`config.mk`:
```
export PLATFORM = sky130hd
export DESIGN_NAME = sr_protect
export DESIGN_NICKNAME = d
export VERILOG_FILES = /design/src/sr_protect_pkg.sv /design/src/sr_protect.sv
export SDC_FILE = /design/constraint.sdc
export NUM_CORES = 1
export LEC_CHECK = 0
export BUFFER_PORTS_ARGS = -buffer_cell sky130_fd_sc_hd__clkbuf_2
export CAP_MARGIN = 0
export CORE_MARGIN = 4
export CORE_UTILIZATION = 43
export CTS_CLUSTER_SIZE = 14
export DETAILED_ROUTE_END_ITERATION = 6
export GPL_ROUTABILITY_DRIVEN = 0
export PLACE_DENSITY = 0.83
export SLEW_MARGIN = 20
export SYNTH_ARGS = -nofsm -noshare
export SYNTH_HDL_FRONTEND = slang
export SYNTH_SLANG_ARGS = --single-unit
export TNS_END_PERCENT = 100
```
`constraint.sdc`:
```
create_clock -name clk_i -period 4.8 [get_ports clk_i]
set_input_delay 0.48 -clock clk_i [delete_from_list [all_inputs] [get_ports clk_i]]
set_output_delay 0.48 -clock clk_i [all_outputs]
set_load 0.05 [all_outputs]
```
`src/sr_protect_pkg.sv`:
```
// constants and types for status register write protection
package sr_protect_pkg;

  // opcodes of the status register writes
  localparam logic [7:0] OP_WR_SR1 = 8'h01;
  localparam logic [7:0] OP_WR_SR2 = 8'h31;
  localparam logic [7:0] OP_WR_SR3 = 8'h11;
  localparam logic [7:0] OP_WR_ANY = 8'h71;
  // opcodes gated by quad enable
  localparam logic [7:0] OP_QUAD_RD = 8'h6B;
  localparam logic [7:0] OP_DX_RD = 8'hEB;
  localparam logic [7:0] OP_DX_RD_DW = 8'hE7;
  localparam logic [7:0] OP_QUAD_PP = 8'h32;
  localparam logic [7:0] OP_BURST_WRAP = 8'h77;
  localparam logic [7:0] OP_QUAD_ID = 8'h94;

  // register index for the 71h form
  localparam logic [1:0] IDX_SR1 = 2'h1;
  localparam logic [1:0] IDX_SR2 = 2'h2;
  localparam logic [1:0] IDX_SR3 = 2'h3;

  // field positions
  localparam int QE_BIT = 1;
  localparam int PMH_BIT = 0;
  localparam int PML_BIT = 7;
  localparam int HOLD_SEL_BIT = 7;

  // values after reset
  localparam logic RST_QE = 1'h0;
  localparam logic RST_PMH = 1'h0;
  localparam logic RST_PML = 1'h0;
  localparam logic RST_HOLD_SEL = 1'h0;

  // protect-mode encodings, {high, low}
  localparam logic [1:0] PM_SOFT = 2'h0;
  localparam logic [1:0] PM_HARD = 2'h1;
  localparam logic [1:0] PM_LOCKDOWN = 2'h2;
  localparam logic [1:0] PM_LOCK_OTP = 2'h3;

  typedef struct packed {
    logic valid;
    logic [7:0] opcode;
    logic [1:0] index;
    logic two_bytes;
    logic [7:0] data0;
    logic [7:0] data1;
  } cmd_t;

  typedef enum logic [1:0] {
    PROT_SOFT,
    PROT_HARD,
    PROT_LOCKDOWN,
    PROT_OTP
  } prot_t;

endpackage

```
`src/sr_protect.sv`:
```
// status register write protection and pin-function control
`timescale 1ns/1ps
module sr_protect (
  input wire logic clk_i,
  input wire logic nrst_i,
  input wire logic ce_i,
  input wire sr_protect_pkg::cmd_t cmd_i,
  input wire logic write_latch_flag_i,
  input wire logic sw_reset_i,
  input wire logic [1:0] nv_protect_mode_i,
  input wire logic permanent_lock_flag_i,
  input wire logic wp_pin_i,
  input wire logic hold_pin_i,
  output logic [7:0] status_two_o,
  output logic protect_mode_low_o,
  output logic hold_select_o,
  output logic wp_is_data_line_two_o,
  output logic hold_is_data_line_three_o,
  output logic hold_active_o,
  output logic quad_cmd_ok_o,
  output logic wr_accept_o,
  output logic wr_reject_o,
  output logic [1:0] prot_type_o
);

  // --------------------------------------------------------------
  // functions
  // --------------------------------------------------------------

  // opcode is one of the quad-gated commands
  function automatic logic is_quad_cmd(input logic [7:0] op);
    is_quad_cmd = (op == sr_protect_pkg::OP_QUAD_RD) ||
                  (op == sr_protect_pkg::OP_DX_RD) ||
                  (op == sr_protect_pkg::OP_DX_RD_DW) ||
                  (op == sr_protect_pkg::OP_QUAD_PP) ||
                  (op == sr_protect_pkg::OP_BURST_WRAP) ||
                  (op == sr_protect_pkg::OP_QUAD_ID);
  endfunction

  // protection type from mode bits and lock
  function automatic sr_protect_pkg::prot_t prot_of(
    input logic [1:0] pm, input logic lock);
    if (pm == sr_protect_pkg::PM_SOFT) begin
      prot_of = sr_protect_pkg::PROT_SOFT;
    end else if (pm == sr_protect_pkg::PM_HARD) begin
      prot_of = sr_protect_pkg::PROT_HARD;
    end else if (pm == sr_protect_pkg::PM_LOCK_OTP && lock) begin
      prot_of = sr_protect_pkg::PROT_OTP;
    end else begin
      prot_of = sr_protect_pkg::PROT_LOCKDOWN;
    end
  endfunction

  // --------------------------------------------------------------
  // pin synchronisers
  // --------------------------------------------------------------

  logic [1:0] wp_sync_q;
  logic [1:0] hold_sync_q;

  // two stages before any logic reads the pins
  always_ff @(posedge clk_i) begin
    if (!nrst_i) begin
      wp_sync_q <= 2'h3;
      hold_sync_q <= 2'h3;
    end else if (ce_i) begin
      wp_sync_q <= {wp_sync_q[0], wp_pin_i};
      hold_sync_q <= {hold_sync_q[0], hold_pin_i};
    end
  end

  // --------------------------------------------------------------
  // state
  // --------------------------------------------------------------

  logic qe_q;
  logic pmh_q;
  logic pml_q;
  logic hold_sel_q;
  logic reload_q;
  logic wr_accept_q;
  logic wr_reject_q;
  logic [1:0] pm;
  logic wp_eff;
  logic hw_reset;
  logic is_wr;
  logic allowed;
  logic accept;
  logic hit_sr1;
  logic hit_sr2;
  logic hit_sr3;
  logic [7:0] sr2_byte;
  sr_protect_pkg::prot_t prot;

  assign pm = {pmh_q, pml_q};
  assign prot = prot_of(pm, permanent_lock_flag_i);

  // pin function off
  // write-protect pin reads high once it is a data line
  assign wp_eff = qe_q ? 1'b1 : wp_sync_q[1];

  // select needs quad off
  // pin reset only while the pin keeps its own function
  assign hw_reset = !qe_q && hold_sel_q && !hold_sync_q[1];

  // decode the write commands
  assign is_wr = cmd_i.valid &&
    ((cmd_i.opcode == sr_protect_pkg::OP_WR_SR1) ||
     (cmd_i.opcode == sr_protect_pkg::OP_WR_SR2) ||
     (cmd_i.opcode == sr_protect_pkg::OP_WR_SR3) ||
     (cmd_i.opcode == sr_protect_pkg::OP_WR_ANY));

  always_comb begin
    case (prot)
      sr_protect_pkg::PROT_SOFT: allowed = 1'b1;
      sr_protect_pkg::PROT_HARD: allowed = wp_eff;
      default: allowed = 1'b0;
    endcase
  end

  // no write while the protect bits are being reloaded
  assign accept = is_wr && allowed && write_latch_flag_i &&
                  !reload_q && !hw_reset;

  // which registers a write targets
  assign hit_sr1 = (cmd_i.opcode == sr_protect_pkg::OP_WR_SR1) ||
    (cmd_i.opcode == sr_protect_pkg::OP_WR_ANY &&
     cmd_i.index == sr_protect_pkg::IDX_SR1);
  assign hit_sr2 = (cmd_i.opcode == sr_protect_pkg::OP_WR_SR2) ||
    (cmd_i.opcode == sr_protect_pkg::OP_WR_SR1 && cmd_i.two_bytes) ||
    (cmd_i.opcode == sr_protect_pkg::OP_WR_ANY &&
     cmd_i.index == sr_protect_pkg::IDX_SR2);
  assign hit_sr3 = (cmd_i.opcode == sr_protect_pkg::OP_WR_SR3) ||
    (cmd_i.opcode == sr_protect_pkg::OP_WR_ANY &&
     cmd_i.index == sr_protect_pkg::IDX_SR3);

  // second byte of 01h carries register two
  assign sr2_byte = (cmd_i.opcode == sr_protect_pkg::OP_WR_SR1) ?
                    cmd_i.data1 : cmd_i.data0;

  // reload pending after any reset source
  always_ff @(posedge clk_i) begin
    if (!nrst_i) begin
      reload_q <= 1'b1;
    end else if (ce_i) begin
      reload_q <= sw_reset_i || hw_reset;
    end
  end

  // --------------------------------------------------------------
  // protect-mode bits
  // --------------------------------------------------------------

  always_ff @(posedge clk_i) begin
    if (!nrst_i) begin
      pmh_q <= sr_protect_pkg::RST_PMH;
      pml_q <= sr_protect_pkg::RST_PML;
    end else if (ce_i) begin
      if (reload_q) begin
        case (nv_protect_mode_i)
          sr_protect_pkg::PM_SOFT: {pmh_q, pml_q} <= 2'h0;
          sr_protect_pkg::PM_HARD: {pmh_q, pml_q} <= 2'h1;
          sr_protect_pkg::PM_LOCKDOWN: {pmh_q, pml_q} <= 2'h0;
          default: begin
            {pmh_q, pml_q} <= permanent_lock_flag_i ? 2'h3 : 2'h1;
          end
        endcase
      end else if (accept) begin
        if (hit_sr1) begin
          pml_q <= cmd_i.data0[sr_protect_pkg::PML_BIT];
        end
        if (hit_sr2) begin
          pmh_q <= sr2_byte[sr_protect_pkg::PMH_BIT];
        end
      end
    end
  end

  // --------------------------------------------------------------
  // quad enable and hold select
  // --------------------------------------------------------------

  always_ff @(posedge clk_i) begin
    if (!nrst_i) begin
      qe_q <= sr_protect_pkg::RST_QE;
    end else if (ce_i && accept && hit_sr2) begin
      qe_q <= sr2_byte[sr_protect_pkg::QE_BIT];
    end
  end

  // hold versus reset select of register three
  always_ff @(posedge clk_i) begin
    if (!nrst_i) begin
      hold_sel_q <= sr_protect_pkg::RST_HOLD_SEL;
    end else if (ce_i && accept && hit_sr3) begin
      hold_sel_q <= cmd_i.data0[sr_protect_pkg::HOLD_SEL_BIT];
    end
  end

  // one-cycle outcome of each write command
  always_ff @(posedge clk_i) begin
    if (!nrst_i) begin
      wr_accept_q <= 1'b0;
      wr_reject_q <= 1'b0;
    end else if (ce_i) begin
      wr_accept_q <= accept;
      wr_reject_q <= is_wr && !accept;
    end
  end

  // --------------------------------------------------------------
  // outputs
  // --------------------------------------------------------------

  // register two view, unheld bits read zero
  always_comb begin
    status_two_o = 8'h00;
    status_two_o[sr_protect_pkg::QE_BIT] = qe_q;
    status_two_o[sr_protect_pkg::PMH_BIT] = pmh_q;
  end

  assign protect_mode_low_o = pml_q;
  assign hold_select_o = hold_sel_q;
  assign prot_type_o = prot;
  assign wr_accept_o = wr_accept_q;
  assign wr_reject_o = wr_reject_q;

  assign wp_is_data_line_two_o = qe_q;
  assign hold_is_data_line_three_o = qe_q;
  assign hold_active_o = !qe_q && !hold_sel_q && !hold_sync_q[1];

  assign quad_cmd_ok_o = !(cmd_i.valid && is_quad_cmd(cmd_i.opcode))
                         || qe_q;

  // --------------------------------------------------------------
  // checks
  // --------------------------------------------------------------

  property p_hard_low_reject;
    @(posedge clk_i) disable iff (!nrst_i)
    (ce_i && is_wr && pm == 2'h1 && !qe_q && !wp_sync_q[1])
      |=> (wr_reject_o && !wr_accept_o);
  endproperty
  a_hard_low_reject: assert property (p_hard_low_reject)
    else $error("write taken with hardware protection active");
  property p_soft_accept;
    @(posedge clk_i) disable iff (!nrst_i)
    (ce_i && is_wr && pm == 2'h0 && write_latch_flag_i &&
     !reload_q && !hw_reset) |=> wr_accept_o;
  endproperty
  a_soft_accept: assert property (p_soft_accept)
    else $error("software protected write not taken");
  property p_hard_high_accept;
    @(posedge clk_i) disable iff (!nrst_i)
    (ce_i && is_wr && pm == 2'h1 && wp_eff && write_latch_flag_i &&
     !reload_q && !hw_reset) |=> wr_accept_o;
  endproperty
  a_hard_high_accept: assert property (p_hard_high_accept)
    else $error("unprotected hardware write not taken");
  property p_lockdown;
    @(posedge clk_i) disable iff (!nrst_i)
    (ce_i && is_wr && pm == 2'h2) |=> !wr_accept_o;
  endproperty
  a_lockdown: assert property (p_lockdown)
    else $error("write taken in reset lockdown");
  property p_otp_hold;
    @(posedge clk_i) disable iff (!nrst_i)
    (ce_i && pm == 2'h3 && permanent_lock_flag_i && !reload_q)
      |=> (pm == 2'h3);
  endproperty
  a_otp_hold: assert property (p_otp_hold)
    else $error("permanently locked mode bits changed");
  property p_reload_lock_release;
    @(posedge clk_i) disable iff (!nrst_i)
    (ce_i && reload_q && nv_protect_mode_i == 2'h2)
      |=> (status_two_o[0] == 1'b0 && !protect_mode_low_o);
  endproperty
  a_reload_lock_release: assert property (p_reload_lock_release)
    else $error("reload of lockdown copy did not clear mode");
  property p_reload_soft_lock;
    @(posedge clk_i) disable iff (!nrst_i)
    (ce_i && reload_q && nv_protect_mode_i == 2'h3 &&
     !permanent_lock_flag_i) |=> (pm == 2'h1);
  endproperty
  a_reload_soft_lock: assert property (p_reload_soft_lock)
    else $error("reload of unlocked 11 did not give 01");
  property p_reject_no_change;
    @(posedge clk_i) disable iff (!nrst_i)
    (ce_i && is_wr && !accept && !reload_q)
      |=> $stable(status_two_o) && $stable(protect_mode_low_o);
  endproperty
  a_reject_no_change: assert property (p_reject_no_change)
    else $error("rejected write changed a status bit");
  property p_quad_gate;
    @(posedge clk_i) disable iff (!nrst_i)
    (cmd_i.valid && is_quad_cmd(cmd_i.opcode) && !status_two_o[1])
      |-> !quad_cmd_ok_o;
  endproperty
  a_quad_gate: assert property (p_quad_gate)
    else $error("quad command allowed with quad off");
  property p_hold_role;
    @(posedge clk_i) disable iff (!nrst_i)
    status_two_o[1] |-> (!hold_active_o && wp_is_data_line_two_o);
  endproperty
  a_hold_role: assert property (p_hold_role)
    else $error("pin function active while quad is on");

endmodule

```
Yosys cells after proc, flatten, opt, wreduce, memory -nomap -nowiden
Index checks and enable logic that the tools add are counted.
{"block": "word_totals", "regBits": 11, "in_bits": 38, "output_inout_bits": 18, "wordCells": 92}
{"block": "classes", "eq_ne": 18, "muxes": 15, "n_reduce_logical": 50}
{"operator": "8-bit by 7-bit equality test with 1-bit output (second input constant)", "n": 3}
{"operator": "8-bit equality test (second input constant)", "n": 3}
{"operator": "1-bit logical AND", "n": 19}
{"operator": "8-bit by 6-bit equality test with 1-bit output (second input constant)", "n": 2}
{"operator": "1-bit logical OR", "n": 14}
{"operator": "1-bit two-way mux", "n": 9}
{"operator": "2-bit by 1-bit equality test with 1-bit output (second input constant)", "n": 4}
{"operator": "2-bit equality test (second input constant)", "n": 4}
{"operator": "8-bit by 1-bit equality test with 1-bit output (second input constant)", "n": 1}
{"operator": "8-bit by 5-bit equality test with 1-bit output (second input constant)", "n": 1}
{"operator": "2-bit two-way mux", "n": 4}
{"operator": "1-bit logical NOT", "n": 7}
{"operator": "2-bit logical NOT", "n": 3}
{"operator": "3-bit AND reduction", "n": 2}
{"operator": "2-bit nonzero test", "n": 3}
{"operator": "1-bit one-hot mux with 2 select lines", "n": 2}
{"operator": "3-bit OR reduction", "n": 1}
{"operator": "2-bit OR reduction", "n": 1}

Depth between registers and ports, before layout
{"block": "depth", "ltp_word": 13, "depth_mapped": 6, "depth_no_buf": 5}

Worst setup path before layout
OpenSTA, ideal clock, no wires.
{"block": "synth_timing", "kind": "reg2out", "from": "register pml_q (netlist: protect_mode_low_o)", "to": "output port prot_type_o[0]", "arrival_ns": 1.842, "required_time_ns": 4.320, "slack_ns": 2.478, "stages_incl_launch_ff": 2, "n_path_buf": 0, "path_cell_list": "dfxtp_1 -> a21boi_0"}
{"block": "synth_between", "elab_chain_len": 5, "word_cells_on_any_way": 7, "classes_between": "eq/ne: 2; mux: 3; reduce/logical: 2"}
{"item": "start, declared", "line": "sr_protect.sv:78", "text": "logic pml_q;"}
{"item": "start signal, assigned", "line": "sr_protect.sv:157", "text": "pml_q <= sr_protect_pkg::RST_PML;"}
{"item": "start signal, assigned", "line": "sr_protect.sv:165", "text": "{pmh_q, pml_q} <= permanent_lock_flag_i ? 2'h3 : 2'h1;"}
{"item": "start signal, assigned", "line": "sr_protect.sv:170", "text": "pml_q <= cmd_i.data0[sr_protect_pkg::PML_BIT];"}
{"item": "2-bit equality test", "line": "sr_protect.sv:47", "text": "end else if (pm == sr_protect_pkg::PM_LOCK_OTP && lock) begin"}
{"item": "1-bit logical AND", "line": "sr_protect.sv:47"}
{"item": "1-bit two-way mux", "line": "sr_protect.sv:47"}
{"item": "2-bit two-way mux", "line": "sr_protect.sv:45", "text": "end else if (pm == sr_protect_pkg::PM_HARD) begin"}
{"item": "2-bit two-way mux (*)", "line": "sr_protect.sv:43", "text": "if (pm == sr_protect_pkg::PM_SOFT) begin"}
{"item": "end, declared", "line": "sr_protect.sv:23", "text": "output logic [1:0] prot_type_o"}
Every way passes the cells marked *; elsewhere a longest branch is shown, timed or not.

Final worst setup path
{"block": "layout_timing", "from": "input port cmd_i[23] in the netlist's numbering", "to": "output port quad_cmd_ok_o"}
{"block": "layout_between", "elab_chain_len": 9, "word_cells_on_any_way": 14, "classes_between": "eq/ne: 6; reduce/logical: 8"}
{"item": "start, declared", "line": "sr_protect.sv:7", "text": "input wire sr_protect_pkg::cmd_t cmd_i,"}
{"item": "8-bit by 7-bit equality test with 1-bit output or 8-bit equality test (tied branches)", "line": "sr_protect.sv:32, sr_protect.sv:33"}
{"item": "1-bit logical OR", "line": "sr_protect.sv:32", "text": "is_quad_cmd = (op == sr_protect_pkg::OP_QUAD_RD) ||"}
{"item": "1-bit logical OR", "line": "sr_protect.sv:33", "text": "(op == sr_protect_pkg::OP_DX_RD) ||"}
{"item": "1-bit logical OR", "line": "sr_protect.sv:34", "text": "(op == sr_protect_pkg::OP_DX_RD_DW) ||"}
{"item": "1-bit logical OR", "line": "sr_protect.sv:35", "text": "(op == sr_protect_pkg::OP_QUAD_PP) ||"}
{"item": "1-bit logical OR (*)", "line": "sr_protect.sv:36", "text": "(op == sr_protect_pkg::OP_BURST_WRAP) ||"}
{"item": "1-bit logical AND (*)", "line": "sr_protect.sv:232", "text": "assign quad_cmd_ok_o = !(cmd_i.valid && is_quad_cmd(cmd_i.opcode))"}
{"item": "1-bit logical NOT (*)", "line": "sr_protect.sv:232"}
{"item": "1-bit logical OR (*)", "line": "sr_protect.sv:233", "text": "|| qe_q;"}
{"item": "end, declared", "line": "sr_protect.sv:20", "text": "output logic quad_cmd_ok_o,"}
Marks and branches as above.

==> run_results.csv <==
group,metric,value,unit
placement,io_buffers,38,
power,seq_power_share,0.438,
clock_network,clkTransAtPathRegs,70,ps
clock_network,cts_sinks,11,
floorplan,dieArea,0.00262,mm²
yosys,synth_common_cells,"nand2_1 (13), dfxtp_1 (11), buf_4 (9)",
layout,fill_cells,169,
grt,overflow,0,
grt,grt_pass1_wl,3.19,mm
route,drc,0,
clock_network,root_buffer,"clkbuf_4",
floorplan,core,0.00175,mm²
yosys,synthAdderAreaFrac,0,
critical_path,reg2reg_slack,2980,ps
clock_network,clk_path_buf_depth,2,
route,first_pass_iters,3,
clock_network,hold_buffers,0,
power,p_int,146,µW
critical_path,critPathArrivalTime,1550,ps
route,viasPerCell,5.10,
timing,worst_slack,2770,ps
route,vias,801,
grt,grt_max_degree,13,
yosys,synth_seq_cells,11,
yosys,ys_top_cells_by_area,"dfxtp_1 (27%), mux2i_1 (8.7%), buf_4 (8.4%), nand2_1 (6.1%), nand2b_1 (3.9%)",
clock_network,htreeDepth,1,
layout,final_util,0.564,
critical_path,critPathKind,"input pin to primary output",
power,pwr-share-clk,0.289,
clock_network,clock_latency,280,ps
layout,reg_top3,"hold_sync_q: 2 flops, wp_sync_q: 2 flops",
grt,grt_pass1_vias,785,
job,cap_violations,0,
yosys,synthXorXnorAreaFrac,0,
floorplan,num_rows,15,
route,routed_wl,1.90,mm
critical_path,start_kind,"input pin",
yosys,yosysUniqueCellTypes,35,
floorplan,pin_count,56,
floorplan,die_h,51.2,µm
power,combPwrFrac,0.273,
critical_path,cp_max_fo,8,
route,drt_iter0_drc,6,
timing,min_period,2030,ps
critical_path,cp-end-kind,"primary output",
power,leakage,0.463,nW
clock_network,ctsResizeCount,0,
layout,n_antenna_cell,0,
timing,rsz0062_at_grt,"no",
placement,dpl_worst_slack,2660,ps
power,switching_share,0.346,
placement,dp_hpwl,1.55,mm
yosys,synth.largest_area_cell,"dfxtp_1",
timing,tns,0,ps
yosys,synth_area,803,µm²
power,power-per-cell-area,226,mW/mm²
route,antenna_left,0,
timing,maxSlewHeadroom,0.645,
yosys,synth_simple_gate_area_share,0.305,
hold_path,min_path_type,"input pin to flip-flop",
layout,drive_gt1_frac,0.371,
grt,track_usage,0.158,
yosys,avgSynthCellArea,8.11,µm²
yosys,synth_warnings,0,
yosys,netlist.area_leader.share,0.274,
floorplan,start_util,0.460,
yosys,synth-edff-count,0,
grt,antenna_found_initial,0,
critical_path,worst_ep_required_time,4320,ps
power,vdd_drop_max,209,µV
clock_network,cts_tree,"yes",
power,power,222,µW
yosys,ys.flop_type,"dfxtp_1",
yosys,seq_area_frac_synth,0.274,
yosys,async_reset_ff_frac,0,
timing,setup_viol,0,
layout,areaGrowthSynthToFinish,22.6,%
status,status,"completed",
timing,fin_skew,6.38,ps
layout,fin_nets,171,
yosys,synth_cells,99,
power,power.switching,76.9,µW
yosys,synthMostInstantiatedCell,"nand2_1",
route,wl_per_cell,12.1,µm
timing,fmax,492,MHz
timing,report.final.slew_viol_count,0,
floorplan,die_x,51.2,µm
yosys,synth_top_family_by_area,"simple AND/OR/NAND/NOR gates",
yosys,synth_compound_area_frac,0.165,
timing,worstMarginPinSlew,528,ps
yosys,synthMuxAreaShare,0.129,
clock_network,cts_setup_buffers,0,
timing,fin_crit_sh,0.424,
timing,finalHoldViolations,0,
clock_network,cts-buffers-inserted,3,
==> power by group through the flow <==
stage               clock network [mW]  logic (mW)  registers [mW]
finish                          0.0642      0.0607          0.0975
detailed placement                   0      0.0603          0.0996
global placement                     0      0.0591          0.0993
global route                    0.0726      0.0656          0.0981
floorplan                            0      0.0440           0.101
CTS                             0.0669      0.0607          0.0975
==> cells by family (layout without fill, tap and decap cells) <==
| logic type | count (synthesis) | in the layout |
|---|---|---|
| other | 1 | 6 |
| AOI/OAI and AO/OA | 19 | 19 |
| and+or+nand+nor | 41 | 41 |
| buffers and inverters | 17 | 45 |
| DFF | 11 | 11 |
| muxes | 10 | 10 |
==> placed cells by master (no fill, tap or decap), drive strengths merged, types with 2 or more instances in the layout <==
master  count
clkbuf     41
nand2      13
dfxtp      11
mux2i       7
a21oi       6
conb        6
nand2b      5
nor3b       3
o21ai       3
inv         3
and2        3
nor2b       3
nor4        3
mux2        3
a31oi       2
nor2        2
o211ai      2
nand3       2
a211oi      2
==> worst paths after layout <==
| kind | to | cells after the start | startpoint |
|---|---|---|---|
| worst max-delay path | quad_cmd_ok_o | 7 | cmd_i[23] |
| worst min-delay path | hold_sync_q[0] | 3 | hold_pin_i |
| worst max register to register | hold_select_o | 5 | hold_is_data_line_three_o |
| worst min register to register | hold_sync_q[0] | 2 | hold_sync_q[0] |
==> per-stage QoR <==
stage	hold WS (ps)	std cells	cell area, µm²
after floorplan	441	104	822
after global placement	454	153	957
after detailed placement	463	153	957
after CTS	409	157	985
after global routing	418	157	985
final	414	157	985
==> final cells by class <==
type / instances / area, µm² / area share
Clock buffer: 3 / 22.5 / 0.0229
Clock inverter: 1 / 5.00 / 0.00508
Inverter: 3 / 11.3 / 0.0114
Multi-Input combinational cell: 76 / 504 / 0.512
Sequential cell: 11 / 220 / 0.224
Tap cell: 25 / 31.3 / 0.0318
Timing Repair Buffer: 38 / 190 / 0.193
==> layer usage <==
layer / track usage / vias up / wire (µm)
met5: 0 / - / 0
met4: 0.0655 / 0 / 30
met3: 0.0525 / 5 / 129
met2: 0.266 / 23 / 948
met1: 0.182 / 370 / 795
li1: - / 403 / -
==> critical path, cell delays in order <==
cell and delay, ps:
clkbuf_2 140, nand2b_1 160, a21oi_1 140, a21oi_1 80, o21ai_0 180, nand4b_1 120, clkbuf_2 250
No activity file was read; power rests on OpenSTA's default activity.
